`src/rtl/sysmon_pkg.sv`:
```
/*
 * constants of the system monitor register block: offsets, fields,
 * reset values and loop timing.
 * assumes a 100 MHz clock and a byte-wide register port.
 */
package sysmon_pkg;
    // ========================================================
    // register offsets
    localparam logic [7:0] OFS_CONTROL_CONFIG   = 8'h00;
    localparam logic [7:0] OFS_VIOLATION_FLAGS  = 8'h01;
    localparam logic [7:0] OFS_IRQ_MASK         = 8'h03;
    localparam logic [7:0] OFS_RATE_SELECT      = 8'h07;
    localparam logic [7:0] OFS_CHANNEL_OFF      = 8'h08;
    localparam logic [7:0] OFS_SINGLE_PASS      = 8'h09;
    localparam logic [7:0] OFS_LOW_POWER_HOLD   = 8'h0a;
    localparam logic [7:0] OFS_REF_INPUT_MODE   = 8'h0b;
    localparam logic [7:0] OFS_ACTIVITY         = 8'h0c;
    localparam logic [7:0] OFS_RESULTS_FIRST    = 8'h20;
    localparam logic [7:0] OFS_RESULTS_LAST     = 8'h27;
    localparam logic [7:0] OFS_LIMITS_FIRST     = 8'h2a;
    localparam logic [7:0] OFS_LIMITS_LAST      = 8'h39;
    localparam logic [7:0] OFS_TEMP_HIGH        = 8'h38;
    localparam logic [7:0] OFS_TEMP_HYST        = 8'h39;
    localparam logic [7:0] OFS_MAKER_CODE       = 8'h3e;
    localparam logic [7:0] OFS_REVISION_CODE    = 8'h3f;
    // ========================================================
    // reset values
    localparam logic [7:0] RST_CONTROL_CONFIG   = 8'h08;
    localparam logic [7:0] RST_ACTIVITY         = 8'h02;
    localparam logic [7:0] RST_ZERO             = 8'h00;
    // identity values, arbitrary
    localparam logic [7:0] MAKER_CODE_VALUE     = 8'h5a;
    localparam logic [7:0] REVISION_CODE_VALUE  = 8'h01;
    // ========================================================
    // field positions
    localparam int CFG_RUN_BIT       = 0;
    localparam int CFG_IRQ_EN_BIT    = 1;
    localparam int CFG_CLEAR_HOLD    = 3;
    localparam int CFG_INIT_BIT      = 7;
    localparam int ACT_BUSY_BIT      = 0;
    localparam int ACT_NOT_READY_BIT = 1;
    localparam int TEMP_CHANNEL      = 7;
    localparam int NUM_CHANNELS      = 8;
    // writable bit masks
    localparam logic [7:0] CFG_WRITE_MASK  = 8'h8b;
    localparam logic [7:0] RATE_WRITE_MASK = 8'h01;
    localparam logic [7:0] HOLD_WRITE_MASK = 8'h01;
    localparam logic [7:0] MODE_WRITE_MASK = 8'h07;
    // ========================================================
    // timing
    localparam int CLK_FREQ_HZ        = 100_000_000;
    localparam int CONV_TIME_NS       = 1000;
    localparam int CONV_CYCLES        = CONV_TIME_NS / (1_000_000_000 / CLK_FREQ_HZ);
    localparam int READY_TIME_NS      = 2000;
    localparam int READY_CYCLES       = READY_TIME_NS / (1_000_000_000 / CLK_FREQ_HZ);
endpackage

```
`src/rtl/system_monitor_limit_irq.sv`:
```
/*
 * register-side logic of an eight channel system monitor: register map,
 * round-robin monitoring loop, limit comparison and interrupt output.
 * assumes a serial bus slave outside that turns bus transfers into
 * single-cycle byte read and write strobes, and an analog front end
 * that hands in a sample for the channel being converted.
 */
// Operation
// temperature is 9-bit two's complement, half degree
// temperature limits are 8-bit, one degree steps
// high limit at 38h, hysteresis at 39h
// irq needs hold clear, enable set, violation
// voltage above high or at-below low violates
// status read returns then clears status
// clear-hold bit drops irq, halts loop
// temperature irq holds until read or hold
// temperature irq returns after next conversion
// repeats stop below hysteresis plus status read
// two tri-level pins select nine addresses
// configuration at 00h resets to 08h
// mask at 03h, zero reset, blocks irq
// rate register at 07h selects continuous mode
// channel disable at 08h skips channels
// write to 09h starts one pass
// deep shutdown at 0Ah, off at reset; the code only stores this bit, nothing shuts down
// reference and mode at 0Bh, zero reset
// activity at 0Ch reports busy, not-ready
// results at 20h-27h, 16 bit, read-only
// limits at 2Ah-39h, 8 bit, read-write
// run bit starts loop, low means shutdown
// init bit restores defaults, then self-clears
// status bits set by loop until read
`timescale 1ns/1ps
`default_nettype none

module system_monitor_limit_irq (
    input  wire logic        clk,
    input  wire logic        srst,
    input  wire logic [7:0]  reg_addr,
    input  wire logic        reg_wr,
    input  wire logic [7:0]  reg_wdata,
    input  wire logic        reg_rd,
    output logic      [15:0] reg_rdata,
    input  wire logic [1:0]  addr_select_low_pin,
    input  wire logic [1:0]  addr_select_high_pin,
    output logic      [6:0]  bus_address,
    output logic [2:0]       conv_channel,
    output logic             conv_start,
    input  wire logic [11:0] conv_sample,
    output logic             irq_n_out,
    output logic             irq_n_oe
);
    // ========================================================
    // register storage
    logic [7:0]  config_reg;
    logic [7:0]  flags_reg;
    logic [7:0]  mask_reg;
    logic [7:0]  rate_reg;
    logic [7:0]  chan_off_reg;
    logic [7:0]  hold_reg;
    logic [7:0]  mode_reg;
    logic [15:0] result_reg [0:sysmon_pkg::NUM_CHANNELS-1];
    logic [7:0]  limit_reg  [0:15];
    logic        not_ready_reg;
    logic [15:0] ready_cnt_reg;
    logic        pass_req_reg;
    logic        temp_latched_reg;

    typedef enum logic [1:0] {ST_IDLE, ST_CONVERT, ST_NEXT} loop_state_e;
    loop_state_e state_reg;
    logic [2:0]  chan_reg;
    logic [15:0] conv_cnt_reg;

    logic wr_cfg, wr_init, wr_shot, rd_flags, halted, temp_cool;
    logic [3:0] limit_idx;
    logic [7:0] violation;
    logic [7:0] set_bits;
    logic       conv_done;

    assign wr_cfg   = reg_wr && (reg_addr == sysmon_pkg::OFS_CONTROL_CONFIG);
    assign wr_init  = wr_cfg && reg_wdata[sysmon_pkg::CFG_INIT_BIT];
    assign wr_shot  = reg_wr && (reg_addr == sysmon_pkg::OFS_SINGLE_PASS);
    assign rd_flags = reg_rd && (reg_addr == sysmon_pkg::OFS_VIOLATION_FLAGS);
    assign limit_idx = 4'(reg_addr - sysmon_pkg::OFS_LIMITS_FIRST);
    // loop may not run while hold is set
    assign halted   = config_reg[sysmon_pkg::CFG_CLEAR_HOLD];
    assign conv_done = (state_reg == ST_CONVERT) && (conv_cnt_reg == 16'(sysmon_pkg::CONV_CYCLES - 1));

    // ========================================================
    // address decode of the tri-level pins, 0 low 1 mid 2 high
    always_ff @(posedge clk) begin
        if (srst) begin
            bus_address <= 7'h1d;
        end else begin
            // base plus 3*high + low gives nine addresses
            bus_address <= 7'(7'h1d + 7'(addr_select_high_pin) * 7'd3 + 7'(addr_select_low_pin));
        end
    end

    // ========================================================
    // configuration register; init pulse restores defaults
    always_ff @(posedge clk) begin
        if (srst || wr_init) begin
            config_reg <= sysmon_pkg::RST_CONTROL_CONFIG; // see
        end else if (wr_cfg) begin
            config_reg <= reg_wdata & sysmon_pkg::CFG_WRITE_MASK & 8'h7f;
        end
    end

    // plain control registers, zero after reset or init
    always_ff @(posedge clk) begin
        if (srst || wr_init) begin
            mask_reg     <= sysmon_pkg::RST_ZERO;
            rate_reg     <= sysmon_pkg::RST_ZERO;
            chan_off_reg <= sysmon_pkg::RST_ZERO;
            hold_reg     <= sysmon_pkg::RST_ZERO;
            mode_reg     <= sysmon_pkg::RST_ZERO;
        end else if (reg_wr) begin
            case (reg_addr)
                sysmon_pkg::OFS_IRQ_MASK:       mask_reg     <= reg_wdata;
                sysmon_pkg::OFS_RATE_SELECT:    rate_reg     <= reg_wdata & sysmon_pkg::RATE_WRITE_MASK;
                sysmon_pkg::OFS_CHANNEL_OFF:    chan_off_reg <= reg_wdata;
                sysmon_pkg::OFS_LOW_POWER_HOLD: hold_reg     <= reg_wdata & sysmon_pkg::HOLD_WRITE_MASK;
                sysmon_pkg::OFS_REF_INPUT_MODE: mode_reg     <= reg_wdata & sysmon_pkg::MODE_WRITE_MASK;
                default: ;
            endcase
        end
    end

    // limits are never reset, not even by init
    always_ff @(posedge clk) begin
        if (reg_wr && reg_addr >= sysmon_pkg::OFS_LIMITS_FIRST && reg_addr <= sysmon_pkg::OFS_LIMITS_LAST) begin
            limit_reg[limit_idx] <= reg_wdata; // see
        end
    end

    // not-ready holds for a settling time after reset
    always_ff @(posedge clk) begin
        if (srst) begin
            not_ready_reg <= 1'b1;
            ready_cnt_reg <= 16'h0000;
        end else if (not_ready_reg) begin
            ready_cnt_reg <= 16'(ready_cnt_reg + 16'h0001);
            if (ready_cnt_reg == 16'(sysmon_pkg::READY_CYCLES - 1)) begin
                not_ready_reg <= 1'b0;
            end
        end
    end

    // ========================================================
    // monitoring loop: walks enabled channels in order
    always_ff @(posedge clk) begin
        if (srst || wr_init) begin
            pass_req_reg <= 1'b0;
        end else if (wr_shot) begin
            pass_req_reg <= 1'b1;
        end else if (state_reg == ST_IDLE && !halted && !not_ready_reg) begin
            pass_req_reg <= 1'b0;
        end
    end

    always_ff @(posedge clk) begin
        if (srst || wr_init) begin
            state_reg    <= ST_IDLE;
            chan_reg     <= 3'h0;
            conv_cnt_reg <= 16'h0000;
        end else begin
            case (state_reg)
                ST_IDLE: begin
                    chan_reg     <= 3'h0;
                    conv_cnt_reg <= 16'h0000;
                    // run bit or a single pass request starts a pass
                    if (!halted && !not_ready_reg
                        && (config_reg[sysmon_pkg::CFG_RUN_BIT] || pass_req_reg)) begin // see
                        state_reg <= ST_CONVERT;
                    end
                end
                ST_CONVERT: begin
                    if (chan_off_reg[chan_reg]) begin
                        state_reg <= ST_NEXT;
                    end else if (halted) begin
                        conv_cnt_reg <= conv_cnt_reg; // loop frozen while hold is set
                    end else if (conv_done) begin
                        state_reg <= ST_NEXT;
                    end else begin
                        conv_cnt_reg <= 16'(conv_cnt_reg + 16'h0001);
                    end
                end
                ST_NEXT: begin
                    conv_cnt_reg <= 16'h0000;
                    chan_reg     <= 3'(chan_reg + 3'h1);
                    if (chan_reg == 3'(sysmon_pkg::NUM_CHANNELS - 1)) begin
                        // low power mode drops to idle after each pass, which restarts at once while run is set; continuous needs run
                        if (rate_reg[0] && config_reg[sysmon_pkg::CFG_RUN_BIT] && !halted) begin
                            state_reg <= ST_CONVERT;
                        end else begin
                            state_reg <= ST_IDLE;
                        end
                    end else begin
                        state_reg <= ST_CONVERT;
                    end
                end
                default: state_reg <= ST_IDLE;
            endcase
        end
    end

    assign conv_channel = chan_reg;
    // no pulse while held, else a frozen first cycle would look like a new start
    assign conv_start   = (state_reg == ST_CONVERT) && (conv_cnt_reg == 16'h0000)
                          && !chan_off_reg[chan_reg] && !halted;

    // results latch at the end of each conversion; init keeps them
    always_ff @(posedge clk) begin
        if (conv_done && !halted) begin
            if (chan_reg == 3'(sysmon_pkg::TEMP_CHANNEL)) begin
                // temperature is a 9-bit two's complement in half degrees
                result_reg[chan_reg] <= {7'h00, conv_sample[8:0]}; // see
            end else begin
                result_reg[chan_reg] <= {4'h0, conv_sample};
            end
        end
    end

    // ========================================================
    // comparison; voltage limits sit as high,low pairs from 2Ah
    always_comb begin
        violation = 8'h00;
        for (int i = 0; i < sysmon_pkg::NUM_CHANNELS - 1; i++) begin
            // compare the top 8 bits of the 12-bit reading against the limits
            violation[i] = (conv_sample[11:4] > limit_reg[2*i]) || (conv_sample[11:4] <= limit_reg[2*i+1]);
        end
        // half degrees against the doubled limit, so half a degree above still trips
        violation[sysmon_pkg::TEMP_CHANNEL] =
            $signed(conv_sample[8:0]) > $signed({limit_reg[14], 1'b0}); // see see
    end

    // temperature stays armed until it cools to hysteresis
    assign temp_cool = $signed(conv_sample[8:0]) <= $signed({limit_reg[15], 1'b0});

    always_ff @(posedge clk) begin
        if (srst || wr_init) begin
            temp_latched_reg <= 1'b0;
        end else if (conv_done && !halted && chan_reg == 3'(sysmon_pkg::TEMP_CHANNEL)) begin
            if (violation[sysmon_pkg::TEMP_CHANNEL]) begin
                temp_latched_reg <= 1'b1;
            end else if (temp_cool) begin
                temp_latched_reg <= 1'b0;
            end
        end
    end

    // status bits raised by the loop in this cycle
    always_comb begin
        set_bits = 8'h00;
        if (conv_done && !halted) begin
            if (chan_reg == 3'(sysmon_pkg::TEMP_CHANNEL)) begin
                // re-raised each conversion until cooled and read
                set_bits[sysmon_pkg::TEMP_CHANNEL] =
                    violation[sysmon_pkg::TEMP_CHANNEL] || (temp_latched_reg && !temp_cool); // see
            end else begin
                set_bits[chan_reg] = violation[chan_reg];
            end
        end
    end

    // status register: cleared by reading; set wins so no event is lost
    always_ff @(posedge clk) begin
        if (srst || wr_init) begin
            flags_reg <= sysmon_pkg::RST_ZERO;
        end else if (rd_flags) begin
            flags_reg <= set_bits; // see
        end else begin
            flags_reg <= flags_reg | set_bits; // see
        end
    end

    // ========================================================
    // interrupt pin, open drain, low while a masked-in flag stands, enable is set and hold is clear
    always_ff @(posedge clk) begin
        if (srst) begin
            irq_n_oe <= 1'b0;
        end else begin
            irq_n_oe <= !config_reg[sysmon_pkg::CFG_CLEAR_HOLD]
                     && config_reg[sysmon_pkg::CFG_IRQ_EN_BIT]
                     && |(flags_reg & ~mask_reg); // see see
        end
    end
    assign irq_n_out = 1'b0;

    // ========================================================
    // read data, registered one cycle after the strobe
    always_ff @(posedge clk) begin
        if (srst) begin
            reg_rdata <= 16'h0000;
        end else if (reg_rd) begin
            if (reg_addr >= sysmon_pkg::OFS_RESULTS_FIRST && reg_addr <= sysmon_pkg::OFS_RESULTS_LAST) begin
                reg_rdata <= result_reg[3'(reg_addr)];
            end else if (reg_addr >= sysmon_pkg::OFS_LIMITS_FIRST && reg_addr <= sysmon_pkg::OFS_LIMITS_LAST) begin
                reg_rdata <= {8'h00, limit_reg[limit_idx]};
            end else begin
                case (reg_addr)
                    sysmon_pkg::OFS_CONTROL_CONFIG:  reg_rdata <= {8'h00, config_reg};
                    sysmon_pkg::OFS_VIOLATION_FLAGS: reg_rdata <= {8'h00, flags_reg};
                    sysmon_pkg::OFS_IRQ_MASK:        reg_rdata <= {8'h00, mask_reg};
                    sysmon_pkg::OFS_RATE_SELECT:     reg_rdata <= {8'h00, rate_reg};
                    sysmon_pkg::OFS_CHANNEL_OFF:     reg_rdata <= {8'h00, chan_off_reg};
                    sysmon_pkg::OFS_LOW_POWER_HOLD:  reg_rdata <= {8'h00, hold_reg};
                    sysmon_pkg::OFS_REF_INPUT_MODE:  reg_rdata <= {8'h00, mode_reg};
                    sysmon_pkg::OFS_ACTIVITY:        reg_rdata <= {14'h0000, not_ready_reg,
                                                                   state_reg != ST_IDLE};
                    sysmon_pkg::OFS_MAKER_CODE:      reg_rdata <= {8'h00, sysmon_pkg::MAKER_CODE_VALUE};
                    sysmon_pkg::OFS_REVISION_CODE:   reg_rdata <= {8'h00, sysmon_pkg::REVISION_CODE_VALUE};
                    default:                         reg_rdata <= 16'h0000;
                endcase
            end
        end
    end
endmodule

`default_nettype wire

```
`config.mk`:
```
export PLATFORM = sky130hd
export DESIGN_NAME = system_monitor_limit_irq
export DESIGN_NICKNAME = d
export VERILOG_FILES = /design/src/rtl/sysmon_pkg.sv /design/src/rtl/system_monitor_limit_irq.sv
export SDC_FILE = /design/constraint.sdc
export NUM_CORES = 1
export LEC_CHECK = 0
export BUFFER_PORTS_ARGS = -buffer_cell sky130_fd_sc_hd__buf_4
export CAP_MARGIN = 10
export CORE_ASPECT_RATIO = 1.4
export CORE_UTILIZATION = 60
export CTS_CLUSTER_DIAMETER = 100
export CTS_CLUSTER_SIZE = 25
export DETAILED_ROUTE_END_ITERATION = 10
export PLACE_DENSITY = 0.86
export SLEW_MARGIN = 10
export SYNTH_ARGS = -nofsm -noshare
export SYNTH_HDL_FRONTEND = slang
export SYNTH_SLANG_ARGS = --single-unit
export TNS_END_PERCENT = 50
```
`constraint.sdc`:
```
create_clock -name clk -period 9.9 [get_ports clk]
set_clock_uncertainty 0.1 [all_clocks]
set_input_delay 0 -clock clk [delete_from_list [all_inputs] [get_ports clk]]
set_output_delay 0 -clock clk [all_outputs]
set_load 0.005 [all_outputs]
```
## Word level (Yosys, flattened, before mapping)

Memories as Yosys holds them, arrays and structs flattened.
Index checks and enable logic that the tools add are counted.

| cells by class | value |
|---|---|
| add/sub/neg operators | 6 |
| $mul | 1 |
| magnitude comparators | 22 |
| eq/ne operators | 21 |
| mux-type cells | 40 |
| bitwise gates (word level) | 5 |
| reduce and logical (&&, ||, !) cells | 56 |

Operators by type and width:

| cell | number |
|---|---|
| one-hot mux 8 bit (10 select lines) | 1 |
| two-way mux 16 bit | 4 |
| > comparator 8 bit | 7 |
| less-or-equal comparator 8 bit | 7 |
| equality test 8 x 4 -> 1 bit, second input constant | 5 |
| adder 16 x 1 -> 16 bit, second input constant | 2 |
| one-hot mux 16 bit (2 select lines) | 1 |
| logical AND 1 bit | 24 |
| two-way mux 8 bit | 3 |
| two-way mux 1 bit | 19 |
| AND 8 bit | 2 |
| equality test 16 x 7 -> 1 bit, second input constant | 1 |
| equality test 16 x 8 -> 1 bit, second input constant | 1 |
| equality test 8 x 6 -> 1 bit, second input constant | 2 |
| >= comparator 8 x 6 -> 1 bit, second input constant | 2 |
| less-or-equal comparator 8 x 6 -> 1 bit, second input constant | 2 |
| logical NOT 16 bit | 1 |
| two-way mux 12 bit | 1 |
| AND reduction 2 bit | 6 |
| logical OR 1 bit | 10 |
| two-way mux 2 bit | 5 |
| nonzero test 2 bit | 5 |
| > comparator 9 bit | 1 |
| less-or-equal comparator 9 bit | 1 |
| 31 further kinds | 38 |

| storage, ports and cells | value |
|---|---|
| bits in registers | 96 |
| memory bits (writable) | 224 |
| input bits | 36 |
| output and inout port bits | 29 |
| logic and storage cells | 170 |
| memories kept | 2 |

Memory list:

| name | depth | bits a word | read ports | clocked after memory_dff | write ports | line | RTL |
|---|---|---|---|---|---|---|---|
| limit_reg | 16 | 8 | 17 | 0 | 1 | system_monitor_limit_irq.sv:63 | `logic [7:0] limit_reg [0:15];` |
| result_reg | 8 | 12 | 1 | 0 | 1 | system_monitor_limit_irq.sv:62 | `logic [15:0] result_reg [0:sysmon_pkg::NUM_CHANNELS-1];` |

## Depth between registers and ports, before layout

An unclocked memory read counts as a cell.

| depth | value |
|---|---|
| word-level depth | 10 |
| depth in mapped cells | 13 |
| mapped depth without buffers | 9 |

## Least setup slack after synthesis

No wires, ideal clock.

| path | value |
|---|---|
| path kind | input-to-reg |
| start | input port reg_addr[1] |
| end | memory limit_reg[6][0] (enable) |
| library setup time | 383 ps |
| data arrival time | 2,609 ps |
| required time | 9,417 ps |
| path slack | 6,808 ps |
| stages | 9 |
| path buffers | 4 |
| cell sequence | buf_2 -> buf_2 -> buf_2 -> inv_1 -> ha_1 -> xor2_2 -> clkbuf_1 -> nand4b_1 -> nor3_1 |

| on the way | value |
|---|---|
| longest elaborated chain between the ends | 5 |
| elaborated cells between the ends (all ways) | 7 |
| those cells by class | 1 x add/sub; 2 x order compare; 2 x mux; 2 x reduce/logical |

RTL lines:

| what | line | RTL |
|---|---|---|
| start: declaration | system_monitor_limit_irq.sv:39 | `input wire logic [7:0] reg_addr,` |
| >= comparator 8 x 6 -> 1 bit | system_monitor_limit_irq.sv:132 | `if (reg_wr && reg_addr >= sysmon_pkg::OFS_LIMITS_FIRST && reg_addr <= sysmon_pkg::OFS_LIMITS_LAST) begin` |
| logical AND 1 bit (2 in series) | system_monitor_limit_irq.sv:132 |  |
| two-way mux 1 bit | system_monitor_limit_irq.sv:132 |  |
| two-way mux 1 bit (implied by the code) | system_monitor_limit_irq.sv:133 | `limit_reg[limit_idx] <= reg_wdata;` |
| end: declaration | system_monitor_limit_irq.sv:63 |  |

Parallel ways exist; a longest one is shown, timed or not.

## Worst setup path after layout

| path | value |
|---|---|
| start | input port reg_addr[2] |
| end | memory limit_reg[2][4] (enable) |

Same word-level chain as after synthesis.

==> metrics.md <==
| Metric | Value |
|---|---|
| Status | `finished clean` |
| Port Buffers | `58` |
| Worst Path Required | `9.94 ns` |
| Crit path kind | `input pin to flip-flop` |
| Synth warnings | `0` |
| P&R area growth vs syn | `9.93%` |
| Worst Setup Start Kind | `input pin` |
| Slowest cell on crit path | `nor3_1` |
| Crit path largest cell delay | `0.87 ns` |
| Final hold vios | `0` |
| Cts repair resizes | `0` |
| Critical path buffer and inverter count | `4` |
| Core area | `26800 µm²` |
| Via/cell ratio | `6.41` |
| Area fraction of the dominant cell type after synthesis | `41.2%` |
| Layout cell share with drive strength beyond 1 | `11.8%` |
| N_diodes | `0` |
| Placed inst area | `17100 µm²` |
| Slew margin rel. | `23.1%` |
| DRT iter0 DRCs | `1298` |
| Clk Latency, worst-skew pair | `0.51 ns` |
| Hold Path End | `bus_address[1]` |
| Gr usage total | `31.0%` |
| R2r worst-path depth | `5` |
| Final setup viols | `0` |
| Maxcap violations | `0` |
| Vias in the first global route | `11900` |
| Row count | `71` |
| Synth top area cells | `edfxtp_1 41%, dfxtp_1 11%, ha_1 11%` |
| Die ar. | `27900 µm²` |
| Hold Path Depth | `4` |
| DRC viols | `0` |
| TritonCTS Buffers | `16` |
| Post-DP HPWL | `29.1 mm` |
| Power per cell area | `132 nW/µm²` |
| Root Buffer | `clkbuf_16` |
| Synth Flop Type | `edfxtp_1` |
| Yosys top cell by area | `edfxtp_1` |
| Die span in y | `197 µm` |
| Yosys cell types | `71` |
| Final Cycle Share | `35.0%` |
| Clk buf depth | `3` |
| Tightest Pin Transition | `1.15 ns` |
| H-tree depth | `1` |
| Min Tclk post-route | `3.47 ns` |
| Worst-path cell chain | `dlygate4sd3_1 -> buf_4 -> inv_1 -> ha_1 -> nor2b_1 -> o31a_1 -> o211ai_1 -> inv_1 -> nand4_1 -> nor3_1` |
| Leakage power | `6.96 nW` |
| Final setup TNS | `0 ns` |
| Initial antenna violation count | `0` |
| Arrival time at the worst endpoint | `3.50 ns` |
| R2r setup slk | `6.76 ns` |
| Maximum VDD drop | `0.168 mV` |
| Fin Hold WS | `0.0147 ns` |
| Register area share after synthesis | `52.4%` |
| CP delay by family, top | `buffers and inverters` |
| I/O Pins | `65` |
| Synth Area per Inst | `12.0 µm²` |
| Reg-to-Reg End | `result_reg[3][4]` |
| Grt total ovfl | `0` |
| Hold crit path type | `input pin to flip-flop` |
| Drt wl/cell | `23.1 µm` |
| RD Place Congestion | `0.968` |
| Nets | `1622` |
| Critical-path maximum fanout | `20` |
| Largest net degree at the start of global routing | `61` |
| First-pass GRT wire length | `64.6 mm` |
| DR vias | `11700` |
| DRT Pass-1 Iters | `6` |
| Largest register FFs | `128` |
| Die X | `141 µm` |
| Critical path's most frequent cell | `inv_1` |
| Worst Hold Launch | `addr_select_low_pin[1]` |
| CTS tree | `built` |
| CTS clk-pin slew, worst paths | `0.10 ns` |
| Final Slew Violations | `0` |
| Cells after Synth | `1363` |
| Initial core utilization | `60.8%` |
| Flops & latches, synth | `315` |
| EDFF count, synth | `224` |
| Final ANT Viol Nets | `0` |
| Design Area, Final | `17900 µm²` |
| Reg-to-reg startpoint | `conv_cnt_reg[4]` |
| Upper clock frequency limit | `289 MHz` |
| Post-Syn Area | `16300 µm²` |
| RSZ-0062 raised after global routing | `false` |
| Synth async-reset ratio | `0%` |
| Crit. End Element | `flip-flop` |
| Clk sinks | `315` |
| Routed wire length | `42.0 mm` |
-- stage by stage --
stage,cells,setup WS [ns],utilization [%],power [W]
after detailed placement,1751,6.60,63.6,0.00166
after floorplan,1368,6.81,-,0.00157
after global routing,1819,6.34,66.9,0.00244
final,1819,6.43,66.9,0.00237
after global placement,1751,6.80,63.6,0.00165
after CTS,1819,6.54,66.9,0.00237
-- worst max path at each step --
stage | from | end | slack, ns | cells past startpoint
after CTS | reg_addr[2] | limit_reg[2][6] | 6.54 | 10
after floorplan | reg_addr[1] | limit_reg[6][0] | 6.81 | 9
after detailed placement | reg_addr[2] | limit_reg[2][4] | 6.60 | 9
after global placement | reg_addr[2] | limit_reg[2][4] | 6.80 | 9
after global routing | reg_addr[2] | limit_reg[6][5] | 6.34 | 10
final | reg_addr[2] | limit_reg[2][4] | 6.43 | 10
-- routing by layer --
metal / global-route usage [%] / vias to the layer above / share of wire (%)
met5: 0 / - / 0
met1: 35.0 / 5608 / 34
met2: 54.9 / 668 / 50
met3: 4.53 / 205 / 8.6
met4: 19.8 / 0 / 7.0
li1: - / 5177 / -
-- cells in the mapped netlist, drive strengths merged, types with 20 or more instances --
library cell,instances
xor2,24
ha,139
mux4,63
nand2,98
buf,31
o21ai,40
edfxtp,224
a21oi,83
nand4,39
inv,140
dfxtp,91
mux2i,28
nand3,37
nor2,112
clkbuf,20
-- power by group --
part / switching [W] / internal [W]
sequential: 0.00000387 / 0.00141
clock: 0.000405 / 0.000325
combinational: 0.000135 / 0.0000907
-- cell type report --
cell class,instances,area (µm²)
inverter,140,526
fill,1947,8890
tap,365,457
multi-input combinational,862,7010
clock buffer,26,459
timing repair buffer,110,928
clock inverter,1,11.3
sequential,315,8550
-- cell families after synthesis --
logic type	after synthesis	share of synthesized area, %
XOR/XNOR	29	1.60
AND/OR/NAND/NOR	385	11.7
other	1	0.0230
adder cells (fa/ha/maj)	141	10.9
AO/OA/AOI/OAI	209	8.00
buffers and inverters	191	4.89
flip-flops	315	52.4
multiplexers	92	10.5
-- worst min-delay path, cell delays in order --
cell and delay, ns:
buf_4 0.09, fa_1 0.21, fa_1 0.17, nor2b_1 0.12
-- cell usage in the layout, fill, tap and decap left out, types with 7 or more instances in the layout --
cell type      netlist  routed
nand4_1             38      38
dlygate4sd3_1        0      41
and2_1               8       8
nor3_1              18      15
dfxtp_1             91      91
o21ai_0             37      37
ha_1               139     139
o211ai_1            14      14
xor2_1              23      23
or3_1                7       7
nand2b_1            11      11
buf_4                7      69
a21o_1              12      12
a21oi_1             83      83
a2111oi_0            7       7
nor2_1             106     106
mux2i_1             28      28
nand3_1             37      37
mux4_2              62      62
a22o_1               7       7
clkbuf_1            18       9
clkbuf_16            0      17
o22ai_1              7       7
nand2_1             97      97
inv_1              140     140
nor2b_1             17      17
nor4_1              12      12
edfxtp_1           224     224
-- repair_timing --
item	in CTS	in global routing
hold buffers	41	0
hold endpoints to repair	262	0
buffers inserted	0	0
(Power assumes the default switching activity.)
